--- config.mk ---
export PLATFORM = sky130hd
export DESIGN_NAME = spic_ctrl
export DESIGN_NICKNAME = d
export VERILOG_FILES = /design/src/spic_pkg.sv /design/src/spic_ctrl.sv
export SDC_FILE = /design/constraint.sdc
export NUM_CORES = 1
export LEC_CHECK = 0
export BUFFER_PORTS_ARGS = -buffer_cell sky130_fd_sc_hd__buf_4
export CELL_PAD_IN_SITES_DETAIL_PLACEMENT = 1
export CELL_PAD_IN_SITES_GLOBAL_PLACEMENT = 1
export CORE_MARGIN = 1
export CORE_UTILIZATION = 56
export DETAILED_ROUTE_END_ITERATION = 7
export HOLD_SLACK_MARGIN = 0.02
export PLACE_DENSITY_LB_ADDON = 0.15
export SYNTH_ARGS = -nofsm -noshare
export SYNTH_HDL_FRONTEND = slang
export SYNTH_HIERARCHICAL = 1
export SYNTH_SLANG_ARGS = --single-unit
--- constraint.sdc ---
create_clock -name sys_clk -period 6.01 [get_ports sys_clk]
set_input_delay 0.3005 -clock sys_clk [delete_from_list [all_inputs] [get_ports sys_clk]]
set_output_delay 0.3005 -clock sys_clk [all_outputs]
set_load 0.03 [all_outputs]
--- src/spic_pkg.sv ---
// Shared types and constants for the serial peripheral controller
package spic_pkg;

  localparam int unsigned NUM_CS   = 4;
  localparam int unsigned FIFO_W   = 32;
  localparam int unsigned FIFO_D   = 32;
  localparam int unsigned SHIFT_W  = 16;

  localparam logic [3:0] WIDTH_8     = 4'h0;
  localparam logic [3:0] WIDTH_16    = 4'h8;
  localparam logic [7:0] DIV_ONE     = 8'h01;
  localparam logic [3:0] CS_IDLE_N   = 4'hF;
  localparam logic [5:0] EXTRA_EDGES = 6'h02;
  localparam logic       SCLK_RESET  = 1'b0;
  localparam logic       PREV_SLOW_RESET = 1'b0;

  typedef struct packed {
    logic [7:0] serial_clock_divisor;
    logic [3:0] width_code;
    logic       cpol;
    logic       inverted_clock_phase;
    logic       cs_hold_after_transfer;
  } spic_cs_cfg_t;

  typedef struct packed {
    logic [6:0]  spare_hi;
    logic        final_word_marker;
    logic [3:0]  spare_mid;
    logic [3:0]  pcs;
    logic [15:0] data;
  } spic_tx_word_t;

  typedef enum logic [1:0] {
    SPIC_IDLE,
    SPIC_SHIFT
  } spic_state_t;

  // Number of bits in a word for a width code; codes past 16 bits saturate
  function automatic logic [4:0] spic_nbits(input logic [3:0] code);
    spic_nbits = (code > WIDTH_16) ? 5'h10 : 5'(code) + 5'h08;
  endfunction

endpackage

--- src/spic_ctrl.sv ---
// Serial peripheral controller with transmit FIFO, master and slave engines
`timescale 1ns/10ps

module spic_fifo
  import spic_pkg::*;
#(
  parameter int unsigned W = 32,
  parameter int unsigned D = 32
) (
  input  wire logic         clk,
  input  wire logic         rst_n,
  input  wire logic         flush,
  input  wire logic         in_valid,
  input  wire logic [W-1:0] in_data,
  output logic              in_ready,
  input  wire logic         out_ready,
  output logic              out_valid,
  output logic [W-1:0]      out_data
);
  localparam int unsigned AW = $clog2(D);

  logic [W-1:0]  mem_q [D];
  logic [AW-1:0] wr_q;
  logic [AW-1:0] wr_d;
  logic [AW-1:0] rd_q;
  logic [AW-1:0] rd_d;
  logic [AW:0]   cnt_q;
  logic [AW:0]   cnt_d;
  logic          ready_q;
  logic          ready_d;
  logic          valid_q;
  logic          valid_d;
  logic          push;
  logic          pop;

  assign push      = in_valid && ready_q;
  assign pop       = out_ready && valid_q;
  assign in_ready  = ready_q;
  assign out_valid = valid_q;
  assign out_data  = mem_q[rd_q];

  always_comb begin
    wr_d  = push ? wr_q + AW'(1) : wr_q;
    rd_d  = pop ? rd_q + AW'(1) : rd_q;
    cnt_d = cnt_q + (AW+1)'(push) - (AW+1)'(pop);
    if (flush) begin
      wr_d  = '0;
      rd_d  = '0;
      cnt_d = '0;
    end
    ready_d = cnt_d != (AW+1)'(D);
    valid_d = cnt_d != '0;
  end

  always_ff @(posedge clk or negedge rst_n) begin
    if (!rst_n) begin
      wr_q    <= '0;
      rd_q    <= '0;
      cnt_q   <= '0;
      ready_q <= 1'b0;
      valid_q <= 1'b0;
    end else begin
      wr_q    <= wr_d;
      rd_q    <= rd_d;
      cnt_q   <= cnt_d;
      ready_q <= ready_d;
      valid_q <= valid_d;
    end
  end

  always_ff @(posedge clk) begin
    if (push) begin
      mem_q[wr_q] <= in_data;
    end
  end
endmodule

// Function
// - With hold and divisor 1, a repeat to one slave after idle misses ready
// - Static select with hold: marker bit 24 releases select once transmit empties
// - Serial clock toggles on configuration writes while master select is clear
// - Static select: DMA size from configuration 0 width; above 8 gives halfword
// - Divisor 1 with odd width 9 to 15 adds one serial clock pulse
// - Disable command has no effect in slave mode
// - Polarity 1, phase 0: slow then divisor-1 transfer adds one pulse
module spic_ctrl
  import spic_pkg::*;
(
  input  wire logic                       sys_clk,
  input  wire logic                       reset_n,
  input  wire logic                       enable_cmd,
  input  wire logic                       disable_cmd,
  input  wire logic                       soft_reset_cmd,
  input  wire logic                       master_select_bit,
  input  wire logic                       fixed_select,
  input  wire logic [1:0]                 cs_select,
  input  wire spic_cs_cfg_t [NUM_CS-1:0]  chip_select_config_regs,
  input  wire logic                       tx_valid,
  input  wire spic_tx_word_t              tx_word,
  output logic                            tx_ready,
  output logic                            transmit_ready_flag,
  output logic                            transmit_empty_flag,
  output logic                            dma_halfword,
  output logic                            enabled,
  output logic                            rx_valid,
  output logic [SHIFT_W-1:0]              rx_data,
  input  wire logic                       rx_ready,
  output logic                            serial_clock_out,
  output logic                            mosi_out,
  output logic                            master_oe,
  output logic [NUM_CS-1:0]               cs_n_out,
  input  wire logic                       miso_in,
  input  wire logic                       sclk_in,
  input  wire logic                       ss_n_in,
  input  wire logic                       mosi_in,
  output logic                            miso_out,
  output logic                            miso_oe
);

  // ----------------------------------------------------------------
  // Pin synchronisers
  // ----------------------------------------------------------------
  logic [3:0] pin_meta_q;
  logic [3:0] pin_sync_q;
  logic       sclk_prev_q;
  logic       ss_prev_q;
  logic       miso_s;
  logic       sclk_s;
  logic       ss_n_s;
  logic       mosi_s;

  always_ff @(posedge sys_clk or negedge reset_n) begin
    if (!reset_n) begin
      pin_meta_q  <= 4'h4;
      pin_sync_q  <= 4'h4;
      sclk_prev_q <= 1'b0;
      ss_prev_q   <= 1'b1;
    end else begin
      pin_meta_q  <= {mosi_in, ss_n_in, sclk_in, miso_in};
      pin_sync_q  <= pin_meta_q;
      sclk_prev_q <= pin_sync_q[1];
      ss_prev_q   <= pin_sync_q[2];
    end
  end

  assign miso_s = pin_sync_q[0];
  assign sclk_s = pin_sync_q[1];
  assign ss_n_s = pin_sync_q[2];
  assign mosi_s = pin_sync_q[3];

  // ----------------------------------------------------------------
  // Transmit FIFO
  // ----------------------------------------------------------------
  logic          fifo_valid;
  logic          pop;
  logic          flush;
  logic [31:0]   fifo_raw;
  spic_tx_word_t fifo_word;

  assign fifo_word = spic_tx_word_t'(fifo_raw);
  assign flush     = soft_reset_cmd;

  spic_fifo #(
    .W (FIFO_W),
    .D (FIFO_D)
  ) u_fifo (
    .clk       (sys_clk),
    .rst_n     (reset_n),
    .flush     (flush),
    .in_valid  (tx_valid),
    .in_data   (tx_word),
    .in_ready  (tx_ready),
    .out_ready (pop),
    .out_valid (fifo_valid),
    .out_data  (fifo_raw)
  );

  // ----------------------------------------------------------------
  // Transfer engine
  // ----------------------------------------------------------------
  spic_state_t              state_q, state_d;
  spic_cs_cfg_t [NUM_CS-1:0] cfg_prev_q, cfg_prev_d;
  logic [7:0]  cnt_q, cnt_d;
  logic [5:0]  edge_q, edge_d;
  logic [5:0]  target_q, target_d;
  logic [4:0]  scnt_q, scnt_d;
  logic [15:0] shreg_q, shreg_d;
  logic [15:0] rxsh_q, rxsh_d;
  logic [1:0]  cur_cs_q, cur_cs_d;
  logic [1:0]  last_cs_q, last_cs_d;
  logic [3:0]  cs_n_q, cs_n_d;
  logic        sclk_q, sclk_d;
  logic        mosi_q, mosi_d;
  logic        miso_q, miso_d;
  logic        miso_oe_q, miso_oe_d;
  logic        idle_seen_q, idle_seen_d;
  logic        prev_slow_q, prev_slow_d;
  logic        marker_q, marker_d;
  logic        txr_q, txr_d;
  logic        txe_q, txe_d;
  logic        rxv_q, rxv_d;
  logic [15:0] rxd_q, rxd_d;
  logic        en_q, en_d;
  logic        dmahw_q, dmahw_d;
  logic        moe_q, moe_d;

  spic_cs_cfg_t cur_cfg;
  spic_cs_cfg_t new_cfg;
  spic_cs_cfg_t slv_cfg;
  logic [1:0]   new_cs;
  logic [7:0]   div_eff;
  logic [4:0]   nbits;
  logic [4:0]   new_nbits;
  logic         lead;
  logic         capture;
  logic         repeat_bug;
  logic         extra;
  logic         s_lead;
  logic         s_capture;

  assign cur_cfg = chip_select_config_regs[cur_cs_q];
  assign new_cs  = fixed_select ? cs_select : fifo_word.pcs[1:0];
  assign new_cfg = chip_select_config_regs[new_cs];
  assign slv_cfg = chip_select_config_regs[0];
  assign div_eff = (cur_cfg.serial_clock_divisor == 8'h00) ? DIV_ONE
                                                           : cur_cfg.serial_clock_divisor;
  assign nbits     = spic_nbits(cur_cfg.width_code);
  assign new_nbits = spic_nbits(new_cfg.width_code);

  always_comb begin
    state_d     = state_q;
    cfg_prev_d  = chip_select_config_regs;
    cnt_d       = cnt_q;
    edge_d      = edge_q;
    target_d    = target_q;
    scnt_d      = scnt_q;
    shreg_d     = shreg_q;
    rxsh_d      = rxsh_q;
    cur_cs_d    = cur_cs_q;
    last_cs_d   = last_cs_q;
    cs_n_d      = cs_n_q;
    sclk_d      = sclk_q;
    mosi_d      = mosi_q;
    miso_d      = miso_q;
    miso_oe_d   = miso_oe_q;
    idle_seen_d = idle_seen_q;
    prev_slow_d = prev_slow_q;
    marker_d    = marker_q;
    txr_d       = 1'b0;
    rxd_d       = rxd_q;
    en_d        = en_q;
    pop         = 1'b0;
    lead        = ~edge_q[0];
    capture     = cur_cfg.inverted_clock_phase ? lead : ~lead;
    s_lead      = sclk_s != slv_cfg.cpol;
    s_capture   = slv_cfg.inverted_clock_phase ? s_lead : ~s_lead;
    repeat_bug  = new_cfg.cs_hold_after_transfer && new_cfg.serial_clock_divisor == DIV_ONE
                  && new_cs == last_cs_q && idle_seen_q;
    extra       = new_cfg.serial_clock_divisor == DIV_ONE
                  && ((new_cfg.width_code[0] && new_cfg.width_code < WIDTH_16)
                  || (new_cfg.cpol && !new_cfg.inverted_clock_phase && prev_slow_q));
    rxv_d       = (rxv_q && rx_ready) ? 1'b0 : rxv_q;

    if (fixed_select) begin
      dmahw_d = chip_select_config_regs[0].width_code != WIDTH_8;
    end else begin
      dmahw_d = new_cfg.width_code != WIDTH_8;
    end

    if (enable_cmd) begin
      en_d = 1'b1;
    end else if (disable_cmd && master_select_bit) begin
      en_d = 1'b0;
    end

    // Config writes while master is still clear kick the clock pin
    if (!master_select_bit && chip_select_config_regs != cfg_prev_q) begin
      sclk_d = ~sclk_q;
    end

    if (master_select_bit) begin
      miso_oe_d = 1'b0;
      unique case (state_q)
        SPIC_IDLE: begin
          if (en_q && fifo_valid) begin
            pop         = !repeat_bug;
            txr_d       = !repeat_bug;
            cur_cs_d    = new_cs;
            last_cs_d   = new_cs;
            marker_d    = fifo_word.final_word_marker;
            shreg_d     = fifo_word.data << (5'h10 - new_nbits);
            mosi_d      = shreg_d[15];
            sclk_d      = new_cfg.cpol;
            cs_n_d      = ~(4'h1 << new_cs);
            target_d    = {new_nbits, 1'b0} + (extra ? EXTRA_EDGES : 6'h00);
            prev_slow_d = new_cfg.serial_clock_divisor != DIV_ONE;
            idle_seen_d = 1'b0;
            cnt_d       = '0;
            edge_d      = '0;
            rxsh_d      = '0;
            state_d     = SPIC_SHIFT;
          end else if (!fifo_valid) begin
            idle_seen_d = 1'b1;
          end
        end
        SPIC_SHIFT: begin
          if (cnt_q >= div_eff - DIV_ONE) begin
            cnt_d  = '0;
            sclk_d = ~sclk_q;
            edge_d = edge_q + 6'h01;
            if (edge_q < {nbits, 1'b0}) begin
              // Leading-edge data is read one edge later to cover the synchroniser
              if (capture) begin
                if (!cur_cfg.inverted_clock_phase) begin
                  rxsh_d = {rxsh_q[14:0], miso_s};
                end
              end else if (edge_q != 6'h00 || cur_cfg.inverted_clock_phase) begin
                if (cur_cfg.inverted_clock_phase) begin
                  rxsh_d = {rxsh_q[14:0], miso_s};
                end
                shreg_d = shreg_q << 1;
                mosi_d  = shreg_q[14];
              end
            end
            if (edge_q + 6'h01 == target_q) begin
              rxd_d   = rxsh_d;
              rxv_d   = 1'b1;
              state_d = SPIC_IDLE;
              if (!cur_cfg.cs_hold_after_transfer
                  || (marker_q && (!fixed_select || !fifo_valid))) begin
                cs_n_d = CS_IDLE_N;
              end
            end
          end else begin
            cnt_d = cnt_q + 8'h01;
          end
        end
        default: state_d = SPIC_IDLE;
      endcase
    end else begin
      state_d = SPIC_IDLE;
      cs_n_d  = CS_IDLE_N;
      if (en_q && !ss_n_s) begin
        miso_oe_d = 1'b1;
        if (ss_prev_q) begin
          pop     = fifo_valid;
          shreg_d = fifo_valid ? fifo_word.data << (5'h10 - spic_nbits(slv_cfg.width_code))
                               : 16'h0000;
          miso_d  = shreg_d[15];
          scnt_d  = '0;
          rxsh_d  = '0;
        end else if (sclk_s != sclk_prev_q) begin
          if (s_capture) begin
            rxsh_d = {rxsh_q[14:0], mosi_s};
            scnt_d = scnt_q + 5'h01;
            if (scnt_q + 5'h01 == spic_nbits(slv_cfg.width_code)) begin
              rxd_d  = rxsh_d;
              rxv_d  = 1'b1;
              scnt_d = '0;
            end
          end else begin
            shreg_d = shreg_q << 1;
            miso_d  = shreg_q[14];
          end
        end
      end else begin
        miso_oe_d = 1'b0;
      end
    end

    txe_d = !fifo_valid && state_d == SPIC_IDLE;
    moe_d = master_select_bit && en_q;

    // Soft reset brings state, selects, enable, receive valid and output enables back to reset; serial clock keeps its level
    if (soft_reset_cmd) begin
      state_d     = SPIC_IDLE;
      cs_n_d      = CS_IDLE_N;
      en_d        = 1'b0;
      rxv_d       = 1'b0;
      miso_oe_d   = 1'b0;
      moe_d       = 1'b0;
      idle_seen_d = 1'b0;
      prev_slow_d = PREV_SLOW_RESET;
      txr_d       = 1'b0;
      pop         = 1'b0;
    end
  end

  always_ff @(posedge sys_clk or negedge reset_n) begin
    if (!reset_n) begin
      state_q     <= SPIC_IDLE;
      cfg_prev_q  <= '0;
      cnt_q       <= '0;
      edge_q      <= '0;
      target_q    <= '0;
      scnt_q      <= '0;
      shreg_q     <= '0;
      rxsh_q      <= '0;
      cur_cs_q    <= '0;
      last_cs_q   <= '0;
      cs_n_q      <= CS_IDLE_N;
      sclk_q      <= SCLK_RESET;
      mosi_q      <= 1'b0;
      miso_q      <= 1'b0;
      miso_oe_q   <= 1'b0;
      idle_seen_q <= 1'b0;
      prev_slow_q <= PREV_SLOW_RESET;
      marker_q    <= 1'b0;
      txr_q       <= 1'b0;
      txe_q       <= 1'b1;
      rxv_q       <= 1'b0;
      rxd_q       <= '0;
      en_q        <= 1'b0;
      dmahw_q     <= 1'b0;
      moe_q       <= 1'b0;
    end else begin
      state_q     <= state_d;
      cfg_prev_q  <= cfg_prev_d;
      cnt_q       <= cnt_d;
      edge_q      <= edge_d;
      target_q    <= target_d;
      scnt_q      <= scnt_d;
      shreg_q     <= shreg_d;
      rxsh_q      <= rxsh_d;
      cur_cs_q    <= cur_cs_d;
      last_cs_q   <= last_cs_d;
      cs_n_q      <= cs_n_d;
      sclk_q      <= sclk_d;
      mosi_q      <= mosi_d;
      miso_q      <= miso_d;
      miso_oe_q   <= miso_oe_d;
      idle_seen_q <= idle_seen_d;
      prev_slow_q <= prev_slow_d;
      marker_q    <= marker_d;
      txr_q       <= txr_d;
      txe_q       <= txe_d;
      rxv_q       <= rxv_d;
      rxd_q       <= rxd_d;
      en_q        <= en_d;
      dmahw_q     <= dmahw_d;
      moe_q       <= moe_d;
    end
  end

  assign transmit_ready_flag = txr_q;
  assign transmit_empty_flag = txe_q;
  assign dma_halfword        = dmahw_q;
  assign enabled             = en_q;
  assign rx_valid            = rxv_q;
  assign rx_data             = rxd_q;
  assign serial_clock_out    = sclk_q;
  assign mosi_out            = mosi_q;
  assign master_oe           = moe_q;
  assign cs_n_out            = cs_n_q;
  assign miso_out            = miso_q;
  assign miso_oe             = miso_oe_q;

endmodule

* Word level (Yosys, flattened, before mapping)
Memory sizes are Yosys's and may differ from the RTL's.
Index checks and enable logic that the tools add are counted.
Widths: inputs -> output; s select.
** Operators by class
- Add/subtract/negate cells :: 14
- Magnitude comparators :: 8
- Equal/unequal tests :: 33
- Shifts and indexed selects :: 3
- Mux-type cells :: 126
- Bitwise logic cells :: 5
- Reduce and logical (&&, ||, !) cells :: 62
** Operators with widths (count)
- $mux 16 :: 22
- $mux 15 :: 12
- $bmux 15 s2 :: 2
- $ne 60x60->1 :: 1
- $mux 5 :: 11
- $mux 1 :: 52
- $pmux 16 s2 :: 1
- $shl 16x5->16 :: 2
- $pmux 15 s2 :: 1
- $mux 4 :: 6
- $mux 8 :: 3
- $reduce_bool 2->1 :: 12
- $ne 3x3->1 const B :: 7
- $mux 6 :: 3
- $logic_and 1x1->1 :: 17
- $ne 4x4->1 const B :: 4
- $pmux 8 s2 :: 1
- $add 4x4->5 const B :: 3
- $add 5x1->5 const B :: 3
- $mux 2 :: 7
- $ne 2x2->1 const B :: 7
- $gt 4x4->1 const B :: 3
- $pmux 6 s2 :: 1
- $reduce_and 3->1 :: 4
- 41 further kinds :: 66
** Word-level totals
- Register bits :: 181
- Memory bits (writable) :: 1024
- Input bits :: 107
- Output and inout port bits :: 31
- Word-level logic and storage cells :: 304
- Memories :: 1
** Memories
- u_fifo.mem_q :: depth 32, width 32, read ports 1, clocked after Yosys merged registers in 0, wr ports 1, line spic_ctrl.sv:22 : logic [W-1:0] mem_q [D];

* Depth between registers and ports, before layout
An unclocked memory read counts as a cell.
- Depth in word-level cells :: 17
- Depth in mapped cells :: 26
- Depth with buffers taken out :: 20

* By module
The synthesis kept the hierarchy.
** Modules (own cells, without submodules)
- spic_fifo :: times used 1, cells each 1820, area an instance 39811.9 µm², sequential area each 31199.9 µm²
- spic_ctrl :: times used 1, cells each 834, area an instance 9396.5 µm², sequential area each 4063.9 µm²

* Least setup slack after synthesis
OpenSTA, ideal clock, no wires.
- Path kind :: register to register
- Start :: register u_fifo.rd_q[0]
- End :: register u_fifo.valid_q (netlist: u_fifo/out_valid)
- Setup time :: 0.137 ns
- Arrival :: 4.970 ns
- Data required time :: 5.873 ns
- Setup slack :: 0.904 ns
- Stages on the path, launching flop included :: 21
- Path buffers :: 4
- Period minus slack after synthesis :: 5.106 ns
- Cells stage by stage :: dfrtp_1 -> buf_6 -> buf_2 -> mux4_2 -> a211oi_1 -> a22oi_1 -> mux2_4 -> buf_4 -> o41ai_1 -> a41oi_1 -> a31o_2 -> and2_1 -> clkbuf_1 -> ha_1 -> inv_1 -> ha_1 -> fa_1 -> and3_1 -> or3_1 -> a221oi_1 -> o211ai_1
** On the way
- Word-level cells in the longest chain between the ends :: 17
- Elaborated cells on any way between the ends :: 18
- Those cells by class :: 1 x add/sub; 2 x eq/ne; 8 x mux; 6 x reduce/logical; 1 x memory
** RTL lines
- start, declared :: line spic_ctrl.sv:25 : logic [AW-1:0] rd_q;
- start signal, assigned :: line spic_ctrl.sv:64 : rd_q <= rd_d;
- $mem_v2 32x32 (*)
- net fifo_raw[17] :: line spic_ctrl.sv:157 : logic [31:0] fifo_raw;
- $mux 2 (*) :: line spic_ctrl.sv:222 : assign new_cs = fixed_select ? cs_select : fifo_word.pcs[1:0];
- $bmux 15 s2 :: line spic_ctrl.sv:223 : assign new_cfg = chip_select_config_regs[new_cs];
- $mux 15 (implied by the code) :: line spic_ctrl.sv:223
- $eq 8x1->1 :: line spic_ctrl.sv:257 : repeat_bug = new_cfg.cs_hold_after_transfer && new_cfg.serial_clock_divisor == DIV_ONE
- $logic_and 1x1->1 :: line spic_ctrl.sv:257
- $logic_and 1x1->1 (*) (2 in a row) :: line spic_ctrl.sv:258 : && new_cs == last_cs_q && idle_seen_q;
- [... 3 more ...]
- $mux 1 (*) :: line spic_ctrl.sv:281 : if (master_select_bit) begin
- $mux 1 (*) :: line spic_ctrl.sv:375 : if (soft_reset_cmd) begin
- net pop :: line spic_ctrl.sv:155 : logic pop;
- $logic_and 1x1->1 (*) :: line spic_ctrl.sv:37 : assign pop = out_ready && valid_q;
- $sub 6x1->6 (*) :: line spic_ctrl.sv:45 : cnt_d = cnt_q + (AW+1)'(push) - (AW+1)'(pop);
- $mux 6 (*) :: line spic_ctrl.sv:46 : if (flush) begin
- $reduce_bool 6->1 (*) :: line spic_ctrl.sv:52 : valid_d = cnt_d != '0;
- net u_fifo.valid_d :: line spic_ctrl.sv:32 : logic valid_d;
- end signal, assigned :: line spic_ctrl.sv:67 : valid_q <= valid_d;
- end, declared :: line spic_ctrl.sv:31 : logic valid_q;
The timed path passes the listed nets; every way through them passes the cells marked *. The select of a mux whose other input is x is not followed.
A chain may end at the register's enable or synchronous reset.

* Worst setup path after layout
- Start :: register u_fifo.rd_q[1]
- End :: register u_fifo.valid_q (netlist: u_fifo/out_valid)
Same word-level chain as after synthesis.

==> key figures <==
Status
  • Status: finished, violations left
  • Failing checks: DRC

Worst setup path
  • CP required: 6.50 ns
  • CP bufs+invs: 3
  • Flop-to-flop setup slack: 0.24 ns
  • Slowest stage delay, CP: between 0.5 and 0.6 ns
  • Startpoint types: register
  • Crit-path cells: buf_4, mux4_2, a22oi_1, a22oi_1, mux2i_1, buf_4, a311oi_1, a31oi_1, a41oi_1, a31o_2, and2_1, ha_1, inv_1, ha_1, fa_1, and3_1, or3_1, a221oi_1, o211ai_1
  • Worst-path fanout max: 15
  • Family with the most delay on the worst path: compound AO/OA/AOI/OAI gates
  • R2R Path Start: u_fifo/rd_q[1]$_DFFE_PN0P_
  • WS Path Type: register to register
  • Worst r2r path cells: 19
  • Reg2reg end: u_fifo/out_valid$_DFF_PN0_
  • Crit path arrival time: 6.26 ns
  • Setup crit end kind: register
  • Slowest-stage cell, CP: dfrtp_2

Hold path
  • Min-Delay Startpoint: soft_reset_cmd
  • Worst min path class: input pin to register
  • Worst Hold End: prev_slow_q$_DFFE_PN0P_
  • Hold Path Cell Cnt: 2

Layout
  • Area Growth Syn to Fin: 14.8%
  • Area of the multi-input gates: 10400 um^2
  • Commonest cells after routing, fill and taps aside: 608 x edfxtp_1, 169 x dfrtp_1, 162 x buf_4, 149 x mux4_2, 120 x mux2i_1
  • Fin area: 38800 um^2
  • Layout cells sized above 1: a little under a quarter
  • Final nets: ~2.3k
  • Register area: 22800 um^2
  • Commonest non-fill, non-tap cell in the layout: edfxtp_1
  • Fill count: between 5k and 6k

GRT
  • First-pass GRT wire length: 138000 um
  • Initial antenna violation count: 6
  • GRT Resource Usage Total: 31.2%
  • Vias in the first global route: 21.1k
  • Pin count of the biggest net entering global routing: 94
  • Gr ovfl total: 0

Power
  • Design Power: 13.0 mW
  • Switching part of the total: 25.4%
  • Sequential Power Share: 48.0%
  • Clk network pwr share: about two fifths
  • NetSw: roughly 3.3 mW
  • PD cells: 334 nW/um^2
  • Leak: 13.2 nW
  • Comb power frac: 13.9%
  • Pint: 9.66 mW
  • VDD IR max: 0.000298 V

Placement
  • Placer Congestion: approximately 0.86
  • Input/output buffers: 124
  • Dpl cell area: 35400 um^2
  • Hpwl dp: 54300 um
  • Place WS: 0.275 ns

Timing
  • Setup violators final: 0
  • Rel. slew slack: 9.19%
  • Setup ws final: 0.237 ns
  • Unrepaired setup endpoints after global routing: no
  • Worst Max-Slew Pin Slew: 1.36 ns
  • Final worst-path cycle share: 96.1%
  • Hold Vio Cnt, Final: 0
  • Fmax: 173 MHz
  • Max Slew Vio Count: 0
  • Clock Skew: 0.0359 ns
  • Minimum clock period: 5.77 ns
  • Final setup TNS: 0 ns

Drt
  • Post-DR wirelength/cell: roughly 30 um
  • Routed Wire Length: 93700 um
  • Residual DRC: 7
  • Via Count: 19.9k
  • DRT Pass-1 Iters: 8
  • Vias per inst: between 6 and 7
  • ANT nets after route: 0
  • DR iter-0 viols: 1848

Clock tree
  • CTS sink cnt: 788
  • Total CTS buffers: 80
  • H-tree Lvls: 3
  • Clock insertion delay at the later pin of the skew report: 0.65 ns
  • TritonCTS clock tree: built
  • Root buffer cell: clkbuf_16
  • Clock transition at path regs: 0.06 ns
  • Clock Path Buffers: 3

Yosys
  • Yosys Warn Count: 6
  • Gate Count Post-Synth: 2017
  • Synth Net Count: 2157
  • Mapped Area: 33800 um^2
  • Mean post-synth cell area: about 17 um^2

Floorplanning
  • Width of the die: roughly 250 um
  • Core area: 59400 um^2
  • Die height: ~250 um
  • Initial Util: around 57%
  • Num rows: 89
  • Total I/O pin count: 138
  • Die Area: 61300 um^2

Run
  • Max Cap Violations: 0
-- state kept, by name, summed over array words and instances (netlist names), 6 cells and up --
register      cells
edge_q            6
rxsh_q           16
shreg_q          15
u_fifo/mem_q    608
cnt_q             8
cfg_prev_q       60
u_fifo/cnt_q      6
rx_data          16
-- per-layer routing --
layer	global-route usage, %	wire length (um)	up-vias	part of all wire [%]
li1	-	-	8325	-
met5	0	0	-	0
met2	53.0	47000	882	50
met4	13.2	4140	0	4.4
met3	4.49	6270	238	6.7
met1	40.4	36200	10461	39
-- worst register-to-register path, delay by kind of cell, from the launching register on --
kind	cells	cell delay, ns
and+or+nand+nor	3	0.85
muxes	2	0.68
adders and majority gates	3	0.99
buffers and inverters	3	0.61
AOI/OAI and AO/OA	8	1.98
DFF	1	0.51
-- cell type report --
class	count	share of cell area, %
sequential	788	58.8
multi-input combinational	1060	26.7
clock buffer	109	5.68
timing repair buffer	234	5.06
tap	773	2.49
clock inverter	36	1.01
inverter	24	0.232
antenna	5	0.0323
-- how the worst max path moves through the flow --
stage	from	depth (start not counted)	slack, ns	to
after global routing	u_fifo/rd_q[1]$_DFFE_PN0P_	19	0.04	u_fifo/out_valid$_DFF_PN0_
after floorplan	u_fifo/rd_q[0]$_DFFE_PN0P_	20	0.97	u_fifo/out_valid$_DFF_PN0_
after global placement	u_fifo/rd_q[0]$_DFFE_PN0P_	20	0.41	u_fifo/out_valid$_DFF_PN0_
after CTS	u_fifo/rd_q[0]$_DFFE_PN0P_	21	0.18	u_fifo/out_valid$_DFF_PN0_
final	u_fifo/rd_q[1]$_DFFE_PN0P_	19	0.24	u_fifo/out_valid$_DFF_PN0_
after detailed placement	u_fifo/rd_q[0]$_DFFE_PN0P_	20	0.27	u_fifo/in_ready$_DFF_PN0_
-- timing repair --
action | CTS | global route
hold buffers | 69 | 0
hold endpoints to repair | 133 | 0
setup buffers | 0 | 8
setup endpoints to repair | 0 | 2
gates resized for setup | 0 | 0
-- power groups by stage --
| stage | logic (mW) | registers [mW] | clock network [mW] |
|---|---|---|---|
| floorplan | 1.17 | 6.30 | 0 |
| global placement | 1.65 | 6.32 | 0 |
| detailed placement | 1.71 | 6.33 | 0 |
| CTS | 1.76 | 6.22 | 4.99 |
| global route | 1.94 | 6.24 | 5.17 |
| finish | 1.80 | 6.22 | 4.93 |
-- per-stage QoR --
step                      hold WS, ns  utilization, %  std cells
after global placement          0.342            59.6       2802
final                          0.0570            65.3       3029
after CTS                      0.0314            65.2       3016
after detailed placement        0.346            59.6       2802
after floorplan               0.00491               -       2017
after global routing           0.0489            65.3       3029
Power figures use the tool's default switching activity.
